### src/hw/sipc_defines.vh
`ifndef SIPC_DEFINES_VH
`define SIPC_DEFINES_VH
// register word addresses
`define SIPC_ADDR_CLK_CTRL 4'h0
`define SIPC_ADDR_PWR_MODE 4'h1
`define SIPC_ADDR_PWR_CTRL 4'h2
`define SIPC_ADDR_CLK_SEL 4'h3
`define SIPC_ADDR_STATUS 4'h4
`define SIPC_ADDR_RUN_MASK 4'h5
`define SIPC_ADDR_IRQ_ENA 4'h6
// clock control fields
`define SIPC_SUBCLK_SELECT_BIT 0
`define SIPC_MAIN_OSC_STOP_BIT 1
// power save mode select field
`define SIPC_PSM_SELECT_BIT 0
// power save control fields
`define SIPC_STANDBY_TRIGGER_BIT 0
`define SIPC_IRQ_DIS_NMI_BIT 1
`define SIPC_IRQ_DIS_WD2_BIT 2
`define SIPC_IRQ_DIS_MASKABLE_BIT 3
// count clock select fields
`define SIPC_SEL_T1_WATCH_BIT 0
`define SIPC_SEL_WT_SUBCLK_BIT 1
`define SIPC_SEL_BT0_PIN_BIT 2
`define SIPC_SEL_BT0_T1IRQ_BIT 3
`define SIPC_SEL_BT1_PIN_BIT 4
`define SIPC_SEL_BT1_T1IRQ_BIT 5
`define SIPC_SEL_IT1_SUBCLK_BIT 6
`define SIPC_SEL_WD2_SUBCLK_BIT 7
`define SIPC_SEL_CS0_EXT_BIT 8
`define SIPC_SEL_CS1_EXT_BIT 9
`define SIPC_SEL_AS0_PIN_BIT 10
`define SIPC_SEL_RTO_BT_BIT 11
`define SIPC_SEL_RTO_WHICH_BIT 12
// run mask positions
`define SIPC_RUN_CPU 0
`define SIPC_RUN_INTC 1
`define SIPC_RUN_TP 2
`define SIPC_RUN_T0 3
`define SIPC_RUN_T1 4
`define SIPC_RUN_T2 5
`define SIPC_RUN_T3 6
`define SIPC_RUN_BT0 7
`define SIPC_RUN_BT1 8
`define SIPC_RUN_IT0 9
`define SIPC_RUN_IT1 10
`define SIPC_RUN_WT 11
`define SIPC_RUN_WD1 12
`define SIPC_RUN_WD2 13
`define SIPC_RUN_CS0 14
`define SIPC_RUN_CS1 15
`define SIPC_RUN_ATS 16
`define SIPC_RUN_TWS 17
`define SIPC_RUN_AS0 18
`define SIPC_RUN_AS12 19
`define SIPC_RUN_KEY 20
`define SIPC_RUN_ADC 21
`define SIPC_RUN_DAC 22
`define SIPC_RUN_RTO 23
`define SIPC_RUN_DMA 24
`define SIPC_RUN_EBI 25
`define SIPC_RUN_REG 26
`define SIPC_RUN_W 27
// mode codes
`define SIPC_MODE_NORMAL 2'h0
`define SIPC_MODE_SUB 2'h1
`define SIPC_MODE_SUBIDLE 2'h2
// reset values
`define SIPC_CLK_CTRL_RST 2'h0
`define SIPC_CLK_SEL_RST 13'h0000
`define SIPC_SEL_W 13
// entry delay covering the no-op slots after the trigger store
`define SIPC_ENTRY_NOPS 3'h5
`define SIPC_PRIO_W 3
`endif

### src/hw/sipc_sync2.v
// two-flop synchroniser for asynchronous wake pins
module sipc_sync2 #(
    parameter W = 1
) (
    input wire clk,
    input wire reset,
    input wire [W-1:0] async_in,
    output wire [W-1:0] sync_out
);
    reg [W-1:0] meta_q;
    reg [W-1:0] sync_q;

    // first stage feeds only the second
    always @(posedge clk) begin
        if (reset) begin
            meta_q <= {W{1'b0}};
            sync_q <= {W{1'b0}};
        end else begin
            meta_q <= async_in;
            sync_q <= meta_q;
        end
    end

    assign sync_out = sync_q;
endmodule // sipc_sync2

### src/hw/sipc_run_decode.v
`include "sipc_defines.vh"
// combinational run-enable map for every unit
module sipc_run_decode (
    input wire [1:0] mode,
    input wire main_stopped,
    input wire [`SIPC_SEL_W-1:0] sel,
    output reg [`SIPC_RUN_W-1:0] run
);
    reg t1_ok;
    reg sub;
    reg idle;
    reg bt0;
    reg bt1;

    // main stopped only constrains units while in subclock or sub-idle
    always @* begin
        sub = (mode != `SIPC_MODE_NORMAL);
        idle = (mode == `SIPC_MODE_SUBIDLE);
        run = {`SIPC_RUN_W{1'b1}}; // RULE_17
        t1_ok = sel[`SIPC_SEL_T1_WATCH_BIT] &
            (~main_stopped | sel[`SIPC_SEL_WT_SUBCLK_BIT]);
        if (sub) begin
            run[`SIPC_RUN_WD1] = 1'b0; // RULE_16
        end
        if (sub && (main_stopped || idle)) begin
            run[`SIPC_RUN_T0] = 1'b0; // RULE_10
            run[`SIPC_RUN_T2] = 1'b0;
            run[`SIPC_RUN_T3] = 1'b0;
            run[`SIPC_RUN_T1] = t1_ok; // RULE_10
            bt0 = sel[`SIPC_SEL_BT0_PIN_BIT] |
                (sel[`SIPC_SEL_BT0_T1IRQ_BIT] & t1_ok);
            bt1 = sel[`SIPC_SEL_BT1_PIN_BIT] |
                (sel[`SIPC_SEL_BT1_T1IRQ_BIT] & t1_ok);
            run[`SIPC_RUN_BT0] = bt0; // RULE_11
            run[`SIPC_RUN_BT1] = bt1; // RULE_11
            run[`SIPC_RUN_IT1] = sel[`SIPC_SEL_IT1_SUBCLK_BIT]; // RULE_12
            run[`SIPC_RUN_WD2] = sel[`SIPC_SEL_WD2_SUBCLK_BIT]; // RULE_12
            run[`SIPC_RUN_CS0] = sel[`SIPC_SEL_CS0_EXT_BIT]; // RULE_13
            run[`SIPC_RUN_CS1] = sel[`SIPC_SEL_CS1_EXT_BIT]; // RULE_13
            run[`SIPC_RUN_AS0] = sel[`SIPC_SEL_AS0_PIN_BIT]; // RULE_14
            run[`SIPC_RUN_AS12] = 1'b0; // RULE_14
            run[`SIPC_RUN_RTO] = sel[`SIPC_SEL_RTO_BT_BIT] &
                (sel[`SIPC_SEL_RTO_WHICH_BIT] ?
                 sel[`SIPC_SEL_BT1_PIN_BIT] :
                 sel[`SIPC_SEL_BT0_PIN_BIT]); // RULE_15
            run[`SIPC_RUN_TP] = 1'b0; // RULE_16
            run[`SIPC_RUN_IT0] = 1'b0;
            run[`SIPC_RUN_ATS] = 1'b0;
            run[`SIPC_RUN_TWS] = 1'b0;
            run[`SIPC_RUN_ADC] = 1'b0;
        end else begin
            bt0 = 1'b1;
            bt1 = 1'b1;
        end
        // watch timer only constrained when main clock is stopped
        if (sub && main_stopped) begin
            run[`SIPC_RUN_WT] = sel[`SIPC_SEL_WT_SUBCLK_BIT]; // RULE_12
        end
        // sub-idle withholds cpu-side clocks; oscillator stays on
        if (idle) begin
            run[`SIPC_RUN_CPU] = 1'b0; // RULE_03
            run[`SIPC_RUN_INTC] = 1'b0; // RULE_03
            run[`SIPC_RUN_DMA] = 1'b0; // RULE_04
            run[`SIPC_RUN_EBI] = 1'b0; // RULE_04
        end
    end
endmodule // sipc_run_decode

### src/hw/sipc_top.v
`include "sipc_defines.vh"
// Operation
// (RULE_01) subclock bit switches clock; stop bit halts oscillator
// (RULE_02) sub-idle only from subclock, mode zero, trigger
// (RULE_03) sub-idle gates cpu clocks, oscillator keeps running
// (RULE_04) subclock or external-clocked units keep running
// (RULE_05) software follows trigger store with five no-ops
// (RULE_06) listed interrupts and resets end sub-idle
// (RULE_07) interrupt returns subclock mode, reset returns normal
// (RULE_08) lower priority wakes but stays pending
// (RULE_09) disabled interrupts never end sub-idle
// (RULE_10) sixteen-bit timers halt except gated timer one
// (RULE_11) byte timers run on pin or timer-one irq
// (RULE_12) interval timer one, watch, watchdog two need subclock; watch runs ungated unless the main clock is stopped
// (RULE_13) clocked serial ports need external serial clock
// (RULE_14) async zero needs baud pin, others stopped
// (RULE_15) real-time output needs pin-clocked byte timer trigger
// (RULE_16) remaining main-clocked units stop; watchdog one off
// (RULE_17) cpu, dma, key, dac, regulator keep running; cpu, intc, dma and ebi are gated in sub-idle
module sipc_top (
    input wire clk,
    input wire reset,
    input wire [3:0] avs_address,
    input wire avs_read,
    input wire avs_write,
    input wire [31:0] avs_writedata,
    output reg [31:0] avs_readdata,
    output reg avs_waitrequest,
    input wire nmi_pin,
    input wire reset_pin,
    input wire watchdog_two_irq,
    input wire watchdog_two_reset,
    input wire [7:0] external_pin_irqs,
    input wire [7:0] external_pin_irq_mask,
    input wire [7:0] periph_irqs,
    input wire [7:0] periph_irq_mask,
    input wire [`SIPC_PRIO_W-1:0] wake_irq_prio,
    input wire [`SIPC_PRIO_W-1:0] current_prio,
    input wire in_service,
    output reg subclock_active,
    output reg main_osc_enable,
    output reg subclock_osc_enable,
    output reg [`SIPC_RUN_W-1:0] unit_run,
    output reg cpu_halted,
    output reg wake_ack,
    output reg wake_pending,
    output reg [1:0] mode_out,
    output reg sys_reset_req
);
    ////////////////////////////////////////////////////////////////
    // wake input synchronisers
    wire [17:0] wake_async;
    wire [17:0] wake_sync;
    wire nmi_s;
    wire rstpin_s;
    wire wd2irq_s;
    wire wd2rst_s;
    wire [7:0] ext_s;

    assign wake_async = {nmi_pin, reset_pin, watchdog_two_irq,
        watchdog_two_reset, external_pin_irqs, 6'h00};

    sipc_sync2 #(.W(18)) u_sync (
        .clk(clk),
        .reset(reset),
        .async_in(wake_async),
        .sync_out(wake_sync)
    );

    assign nmi_s = wake_sync[17];
    assign rstpin_s = wake_sync[16];
    assign wd2irq_s = wake_sync[15];
    assign wd2rst_s = wake_sync[14];
    assign ext_s = wake_sync[13:6];

    ////////////////////////////////////////////////////////////////
    // software registers
    reg [1:0] clk_ctrl_q;
    reg psm_q;
    reg [3:1] irq_dis_q;
    reg [`SIPC_SEL_W-1:0] clk_sel_q;
    reg [1:0] mode_q;
    reg [1:0] mode_d;
    reg [2:0] nop_cnt_q;
    reg trig_q;
    reg wr_done_q;
    reg rd_done_q;

    wire wr_req;
    wire rd_req;
    wire wr_take;
    wire trig_wr;
    wire on_sub;
    wire main_stopped;

    // one wait state per access: answer on the second edge
    assign wr_req = avs_write & ~wr_done_q;
    assign rd_req = avs_read & ~rd_done_q;
    // writes land only at the edge that ends the transfer
    assign wr_take = avs_write & ~avs_waitrequest;
    assign trig_wr = wr_take && avs_address == `SIPC_ADDR_PWR_CTRL &&
        avs_writedata[`SIPC_STANDBY_TRIGGER_BIT];
    assign on_sub = clk_ctrl_q[`SIPC_SUBCLK_SELECT_BIT];
    assign main_stopped = clk_ctrl_q[`SIPC_MAIN_OSC_STOP_BIT];

    ////////////////////////////////////////////////////////////////
    // wake decoding
    wire nmi_wake;
    wire wd2_wake;
    wire mask_wake;
    wire irq_wake;
    wire rst_wake;
    wire hi_prio;

    // disabled sources are dropped before they can wake
    assign nmi_wake = nmi_s & ~irq_dis_q[`SIPC_IRQ_DIS_NMI_BIT]; // RULE_09
    assign wd2_wake = wd2irq_s & on_sub &
        ~irq_dis_q[`SIPC_IRQ_DIS_WD2_BIT]; // RULE_09
    assign mask_wake = (|(ext_s & ~external_pin_irq_mask) |
        |(periph_irqs & ~periph_irq_mask)) &
        ~irq_dis_q[`SIPC_IRQ_DIS_MASKABLE_BIT]; // RULE_09
    assign irq_wake = nmi_wake | wd2_wake | mask_wake; // RULE_06
    assign rst_wake = rstpin_s | (wd2rst_s & on_sub); // RULE_06
    // nmi counts as higher priority than any service in progress
    assign hi_prio = nmi_wake | ~in_service |
        (wake_irq_prio < current_prio); // RULE_08

    ////////////////////////////////////////////////////////////////
    // mode state machine
    always @* begin
        mode_d = mode_q;
        case (mode_q)
            `SIPC_MODE_NORMAL: begin
                if (on_sub) begin
                    mode_d = `SIPC_MODE_SUB; // RULE_01
                end
            end
            `SIPC_MODE_SUB: begin
                if (!on_sub) begin
                    mode_d = `SIPC_MODE_NORMAL;
                end else if (trig_q && nop_cnt_q == 3'h0) begin
                    mode_d = `SIPC_MODE_SUBIDLE; // RULE_02
                end
            end
            `SIPC_MODE_SUBIDLE: begin
                if (irq_wake) begin
                    mode_d = `SIPC_MODE_SUB; // RULE_07
                end
            end
            default: begin
                mode_d = `SIPC_MODE_NORMAL;
            end
        endcase
    end

    // reset from a wake source returns to normal operation
    always @(posedge clk) begin
        if (reset || rst_wake) begin
            mode_q <= `SIPC_MODE_NORMAL; // RULE_07
            clk_ctrl_q <= `SIPC_CLK_CTRL_RST;
            psm_q <= 1'b0;
            irq_dis_q <= 3'h0;
            clk_sel_q <= `SIPC_CLK_SEL_RST;
            trig_q <= 1'b0;
            nop_cnt_q <= 3'h0;
        end else begin
            mode_q <= mode_d;
            // trigger counts down the no-op slots before gating
            if (trig_wr && mode_q == `SIPC_MODE_SUB && !psm_q) begin
                trig_q <= 1'b1; // RULE_02
                nop_cnt_q <= `SIPC_ENTRY_NOPS; // RULE_05
            end else if (mode_q != `SIPC_MODE_SUB) begin
                trig_q <= 1'b0;
            end else if (nop_cnt_q != 3'h0) begin
                nop_cnt_q <= nop_cnt_q - 3'h1;
            end
            if (wr_take) begin
                case (avs_address)
                    `SIPC_ADDR_CLK_CTRL: begin
                        clk_ctrl_q <= avs_writedata[1:0]; // RULE_01
                    end
                    `SIPC_ADDR_PWR_MODE: begin
                        psm_q <= avs_writedata[`SIPC_PSM_SELECT_BIT];
                    end
                    `SIPC_ADDR_PWR_CTRL: begin
                        irq_dis_q <= avs_writedata[3:1];
                    end
                    `SIPC_ADDR_CLK_SEL: begin
                        clk_sel_q <= avs_writedata[`SIPC_SEL_W-1:0];
                    end
                    default: begin
                    end
                endcase
            end
        end
    end

    ////////////////////////////////////////////////////////////////
    // bus answer
    always @(posedge clk) begin
        if (reset) begin
            wr_done_q <= 1'b0;
            rd_done_q <= 1'b0;
            avs_waitrequest <= 1'b1;
            avs_readdata <= 32'h00000000;
        end else begin
            wr_done_q <= wr_req;
            rd_done_q <= rd_req;
            avs_waitrequest <= ~(wr_req | rd_req);
            if (rd_req) begin
                case (avs_address)
                    `SIPC_ADDR_CLK_CTRL:
                        avs_readdata <= {30'h0, clk_ctrl_q};
                    `SIPC_ADDR_PWR_MODE:
                        avs_readdata <= {31'h0, psm_q};
                    `SIPC_ADDR_PWR_CTRL:
                        avs_readdata <= {28'h0, irq_dis_q, trig_q};
                    `SIPC_ADDR_CLK_SEL:
                        avs_readdata <= {19'h0, clk_sel_q};
                    `SIPC_ADDR_STATUS:
                        avs_readdata <= {30'h0, mode_q};
                    `SIPC_ADDR_RUN_MASK:
                        avs_readdata <= {5'h0, unit_run};
                    default:
                        avs_readdata <= 32'h00000000;
                endcase
            end
        end
    end

    ////////////////////////////////////////////////////////////////
    // unit run enables
    wire [`SIPC_RUN_W-1:0] run_d;

    sipc_run_decode u_run (
        .mode(mode_q),
        .main_stopped(main_stopped),
        .sel(clk_sel_q),
        .run(run_d)
    );

    // registered outputs; each lags its source by one edge
    always @(posedge clk) begin
        if (reset) begin
            unit_run <= {`SIPC_RUN_W{1'b1}};
            subclock_active <= 1'b0;
            main_osc_enable <= 1'b1;
            subclock_osc_enable <= 1'b1;
            cpu_halted <= 1'b0;
            wake_ack <= 1'b0;
            wake_pending <= 1'b0;
            mode_out <= `SIPC_MODE_NORMAL;
            sys_reset_req <= 1'b0;
        end else begin
            unit_run <= run_d; // RULE_04
            subclock_active <= mode_q != `SIPC_MODE_NORMAL; // RULE_01
            // stop only once running from the subclock, never from normal
            main_osc_enable <= ~(main_stopped &&
                mode_q != `SIPC_MODE_NORMAL); // RULE_01
            subclock_osc_enable <= 1'b1; // RULE_03
            cpu_halted <= mode_q == `SIPC_MODE_SUBIDLE; // RULE_03
            mode_out <= mode_q;
            sys_reset_req <= rst_wake;
            // low-priority waker stays pending until its request drops
            if (mode_q == `SIPC_MODE_SUBIDLE && irq_wake) begin
                wake_ack <= hi_prio; // RULE_08
                if (!hi_prio) begin
                    wake_pending <= 1'b1; // RULE_08
                end
            end else begin
                wake_ack <= 1'b0;
                if (!irq_wake) begin
                    wake_pending <= 1'b0;
                end
            end
        end
    end
endmodule // sipc_top

### config.mk
export PLATFORM = sky130hd
export DESIGN_NAME = sipc_top
export DESIGN_NICKNAME = d
export VERILOG_FILES = /design/src/hw/sipc_sync2.v /design/src/hw/sipc_run_decode.v /design/src/hw/sipc_top.v
export VERILOG_INCLUDE_DIRS = /design/src /design/src/hw
export SDC_FILE = /design/constraint.sdc
export NUM_CORES = 1
export LEC_CHECK = 0
export BUFFER_PORTS_ARGS = -buffer_cell sky130_fd_sc_hd__buf_2
export CORE_MARGIN = 3
export CORE_UTILIZATION = 40
export CTS_CLUSTER_DIAMETER = 40
export DETAILED_ROUTE_END_ITERATION = 6
export PLACE_DENSITY = 0.69
export SETUP_SLACK_MARGIN = 0.3
export SYNTH_ARGS = -nofsm -noshare
export SYNTH_HDL_FRONTEND = slang
export SYNTH_SLANG_ARGS = --single-unit
### constraint.sdc
create_clock -name clk -period 2.3 [get_ports clk]
set_clock_uncertainty 0.1 [all_clocks]
set_input_delay 0.23 -clock clk [delete_from_list [all_inputs] [get_ports clk]]
set_output_delay 0.23 -clock clk [all_outputs]
set_load 0.02 [all_outputs]
==> metrics.md <==
| Metric | Value |
|---|---|
| Standard-cell rows | 34 |
| Met3 usage | 4.06% |
| CP Capture Type | register |
| Switching power | 674 µW |
| Max cap viols | 0 |
| First-pass GRT wire length | 12.9 mm |
| Post-synth EDFFs | 0 |
| Hold Path Class | input port to register |
| Final HPWL from detailed placement | 6.19 mm |
| Status | complete, no violations |
| Unrepaired setup endpoints after global routing | false |
| GRT busiest layer | met2 |
| Post-Syn Area | 3750 µm² |
| Crit path DAT | 1.98 ns |
| GRT Util Overall | 15.9% |
| Period Utilization, post-route | 80.1% |
| Sw Ratio | 23.4% |
| Ports | 152 |
| CTS H-tree depth | 3 |
| Most frequent cells in the layout | buf_2, dfxtp_1, nor2_1 |
| P_int | 2210 µW |
| Yosys warns | 0 |
| Clk_lat worst skew | 0.34 ns |
| Die H | 103 µm |
| Initial antenna violation count | 0 |
| Wire length per cell | 13.5 µm |
| Clock period minus worst slack | 1.84 ns |
| Placeable Area | 8890 µm² |
| Top FF cell, synth | dfxtp_1 |
| Synth cell types | 44 |
| Drt pass-1 iters | 4 |
| Final Power | 2890 µW |
| Largest cells by area after synthesis | dfxtp_1, mux2i_1, buf_4 |
| Via count | 2,995 |
| Pwr dens | 626 nW/µm² |
| Slew @ Worst Pin | 0.926 ns |
| Buf/Inv on CP | 0 |
| Number of hold buffers added after cts | 16 |
| Area grow syn2layout | 22.9% |
| Fin util | 51.8% |
| Relative slew slack | 38.3% |
| Fin. max-slew vios | 0 |
| Sequential-to-total area share from yosys stat | 50.2% |
| Setup CP Type | register to register |
| Starting Density | 42.1% |
| Max clock buf depth | 2 |
| Setup WS pre-CTS | 0.343 ns |
| Seq cells post-synth | 94 |
| Synthesized area per cell | 9.44 µm² |
| Yosys top cell by area | dfxtp_1 |
| Port Buffer Count | 123 |
| Hold Vio Cnt, Final | 0 |
| Largest net degree at the start of global routing | 45 |
| Worst vdd ir | 313 µV |
| Setup-failing EPs final | 0 |
| Antenna Cells | 0 |
| Slowest cell on crit path | or4b_4 |
| CP max stage delay | 0.57 ns |
| Global-route met2 utilization | 24.5% |
| Clk pin slew, worst setup/hold paths | 0.09 ns |
| Clk network pwr share | 34.1% |
| Chip width | 103 µm |
| Sequential Power Share | 57.7% |
| Gate power share | 8.2% |
| Clk sinks | 94 |
| Setup TNS | 0 ns |
| CP startpoint kind | register |
| Setup Buffers After CTS | 0 |
| Worst-path fanout max | 5 |
| Layout fillers | 821 |
| Final WS setup | 0.458 ns |
| Ordered list of cells on the worst path | nor4b_4 > nand3b_4 > or4b_4 > o211ai_1 > nor2_1 |
| Mapped Cells | 397 |
| Die area | 10,600 µm² |
| FF/Latch Area | 1880 µm² |
| Top-area cell type share of the netlist area | 50.2% |
| Delay-heaviest family, CP | simple AND/OR/NAND/NOR gates |
| Multi-input logic area | 1560 µm² |
| Mean number of vias per cell | 4.80 |
| Most common cell after layout, fill and taps aside | buf_2 |
| Clock root buffer master | clkbuf_8 |
| Vias in the first global route | 2,714 |
| Leak | 0.00210 µW |
| F_max | 543 MHz |
| Ys async rst share | 0% |
| CTS tree | yes |
| DRC Markers | 0 |
| Congestion Overflow GR | 0 |
| Inserted Clock Buffers | 9 |
| Number of DRC markers in iteration 0 | 128 |
| Post-Route WL | 8.43 mm |
| Met1 Use GR | 21.0% |
| Routability cong. | 0.839 |
| Layout cells sized above 1 | 29.3% |
| CP Data Required Time | 2.44 ns |
| Antenna Nets Post-Route | 0 |
| NumNets Final | 599 |
| Post-CTS sizing | 0 |
-- layer usage --
layer / part of all wire, % / vias up / routed length [µm]
met1: 47 / 1352 / 3990
met3: 5.4 / 15 / 456
met4: 2.5 / 0 / 207
met5: 0 / - / 0
met2: 45 / 102 / 3770
li1: - / 1526 / -
-- cell families after synthesis --
| kind of cell | share of synthesized area [%] |
|---|---|
| and+or+nand+nor | 21.7 |
| muxes | 6.51 |
| other | 0.200 |
| AOI/OAI and AO/OA | 10.8 |
| adders and majority gates | 1.34 |
| buffers and inverters | 8.85 |
| DFF | 50.2 |
| xor gates and xnor gates | 0.468 |
-- registers in the layout, indices dropped and copies added, names as in the netlist, 2 cells and up --
signal           cells
mode_q               2
clk_ctrl_q           2
avs_readdata        21
unit_run            13
u_sync.meta_q       12
clk_sel_q           13
u_sync.sync_out     12
nop_cnt_q            3
mode_out             2
irq_dis_q            3
-- Yosys cell counts, types with 2 or more instances --
library cell	n
nor2_1	40
o2111ai_1	4
a31oi_1	2
nand3b_1	2
clkbuf_1	14
a2bb2oi_1	3
nand3_1	10
conb_1	2
ha_1	4
mux2i_1	21
nor2b_1	30
and2_1	2
a21oi_1	26
inv_1	11
a22o_1	6
dfxtp_1	94
o21ai_0	4
buf_4	27
a22oi_1	10
buf_2	4
nand2b_1	26
nand2_1	30
nor3_1	2
mux2_2	3
-- cell type report --
type	count	share of cell area, %
inverter	11	0.896
clock buffer	12	3.37
multi-input combinational	252	33.9
sequential	94	40.8
timing repair buffer	144	17.7
tap	108	2.93
clock inverter	3	0.435
-- power by group through the flow --
stage               Combinational, µW  Sequential (µW)  Clock, µW
global route                      264             1670       1080
detailed placement                217             1700          0
finish                            237             1670        984
CTS                               239             1670       1020
floorplan                         142             1710          0
global placement                  212             1700          0
-- worst reg2reg max path: cells and delay by family (launching register included) --
| family | cells | cell delay (ns) |
|---|---|---|
| AO/OA/AOI/OAI | 1 | 0.10 |
| AND/OR/NAND/NOR | 4 | 1.18 |
| flip-flops | 1 | 0.34 |
-- through the flow --
stage          cells  hold WS, ns  instance area, µm²
4_1_cts          624     0.000487                4610
6_report         624       0.0190                4610
3_3_place_gp     593        0.294                4270
3_5_place_dp     593        0.303                4270
5_1_grt          624       0.0230                4610
2_1_floorplan    404        0.258                3770
-- path summary, 6_finish.rpt --
check	cells past startpoint	slack [ns]	endpoint	startpoint
setup / recovery	5	0.46	nop_cnt_q[1]	avs_waitrequest
hold / removal	3	0.02	clk_sel_q[8]	avs_writedata[8]
setup reg to reg	5	0.46	nop_cnt_q[1]	avs_waitrequest
hold reg to reg	1	0.31	wr_done_q	wr_done_q
Power figures use the tool's default switching activity.
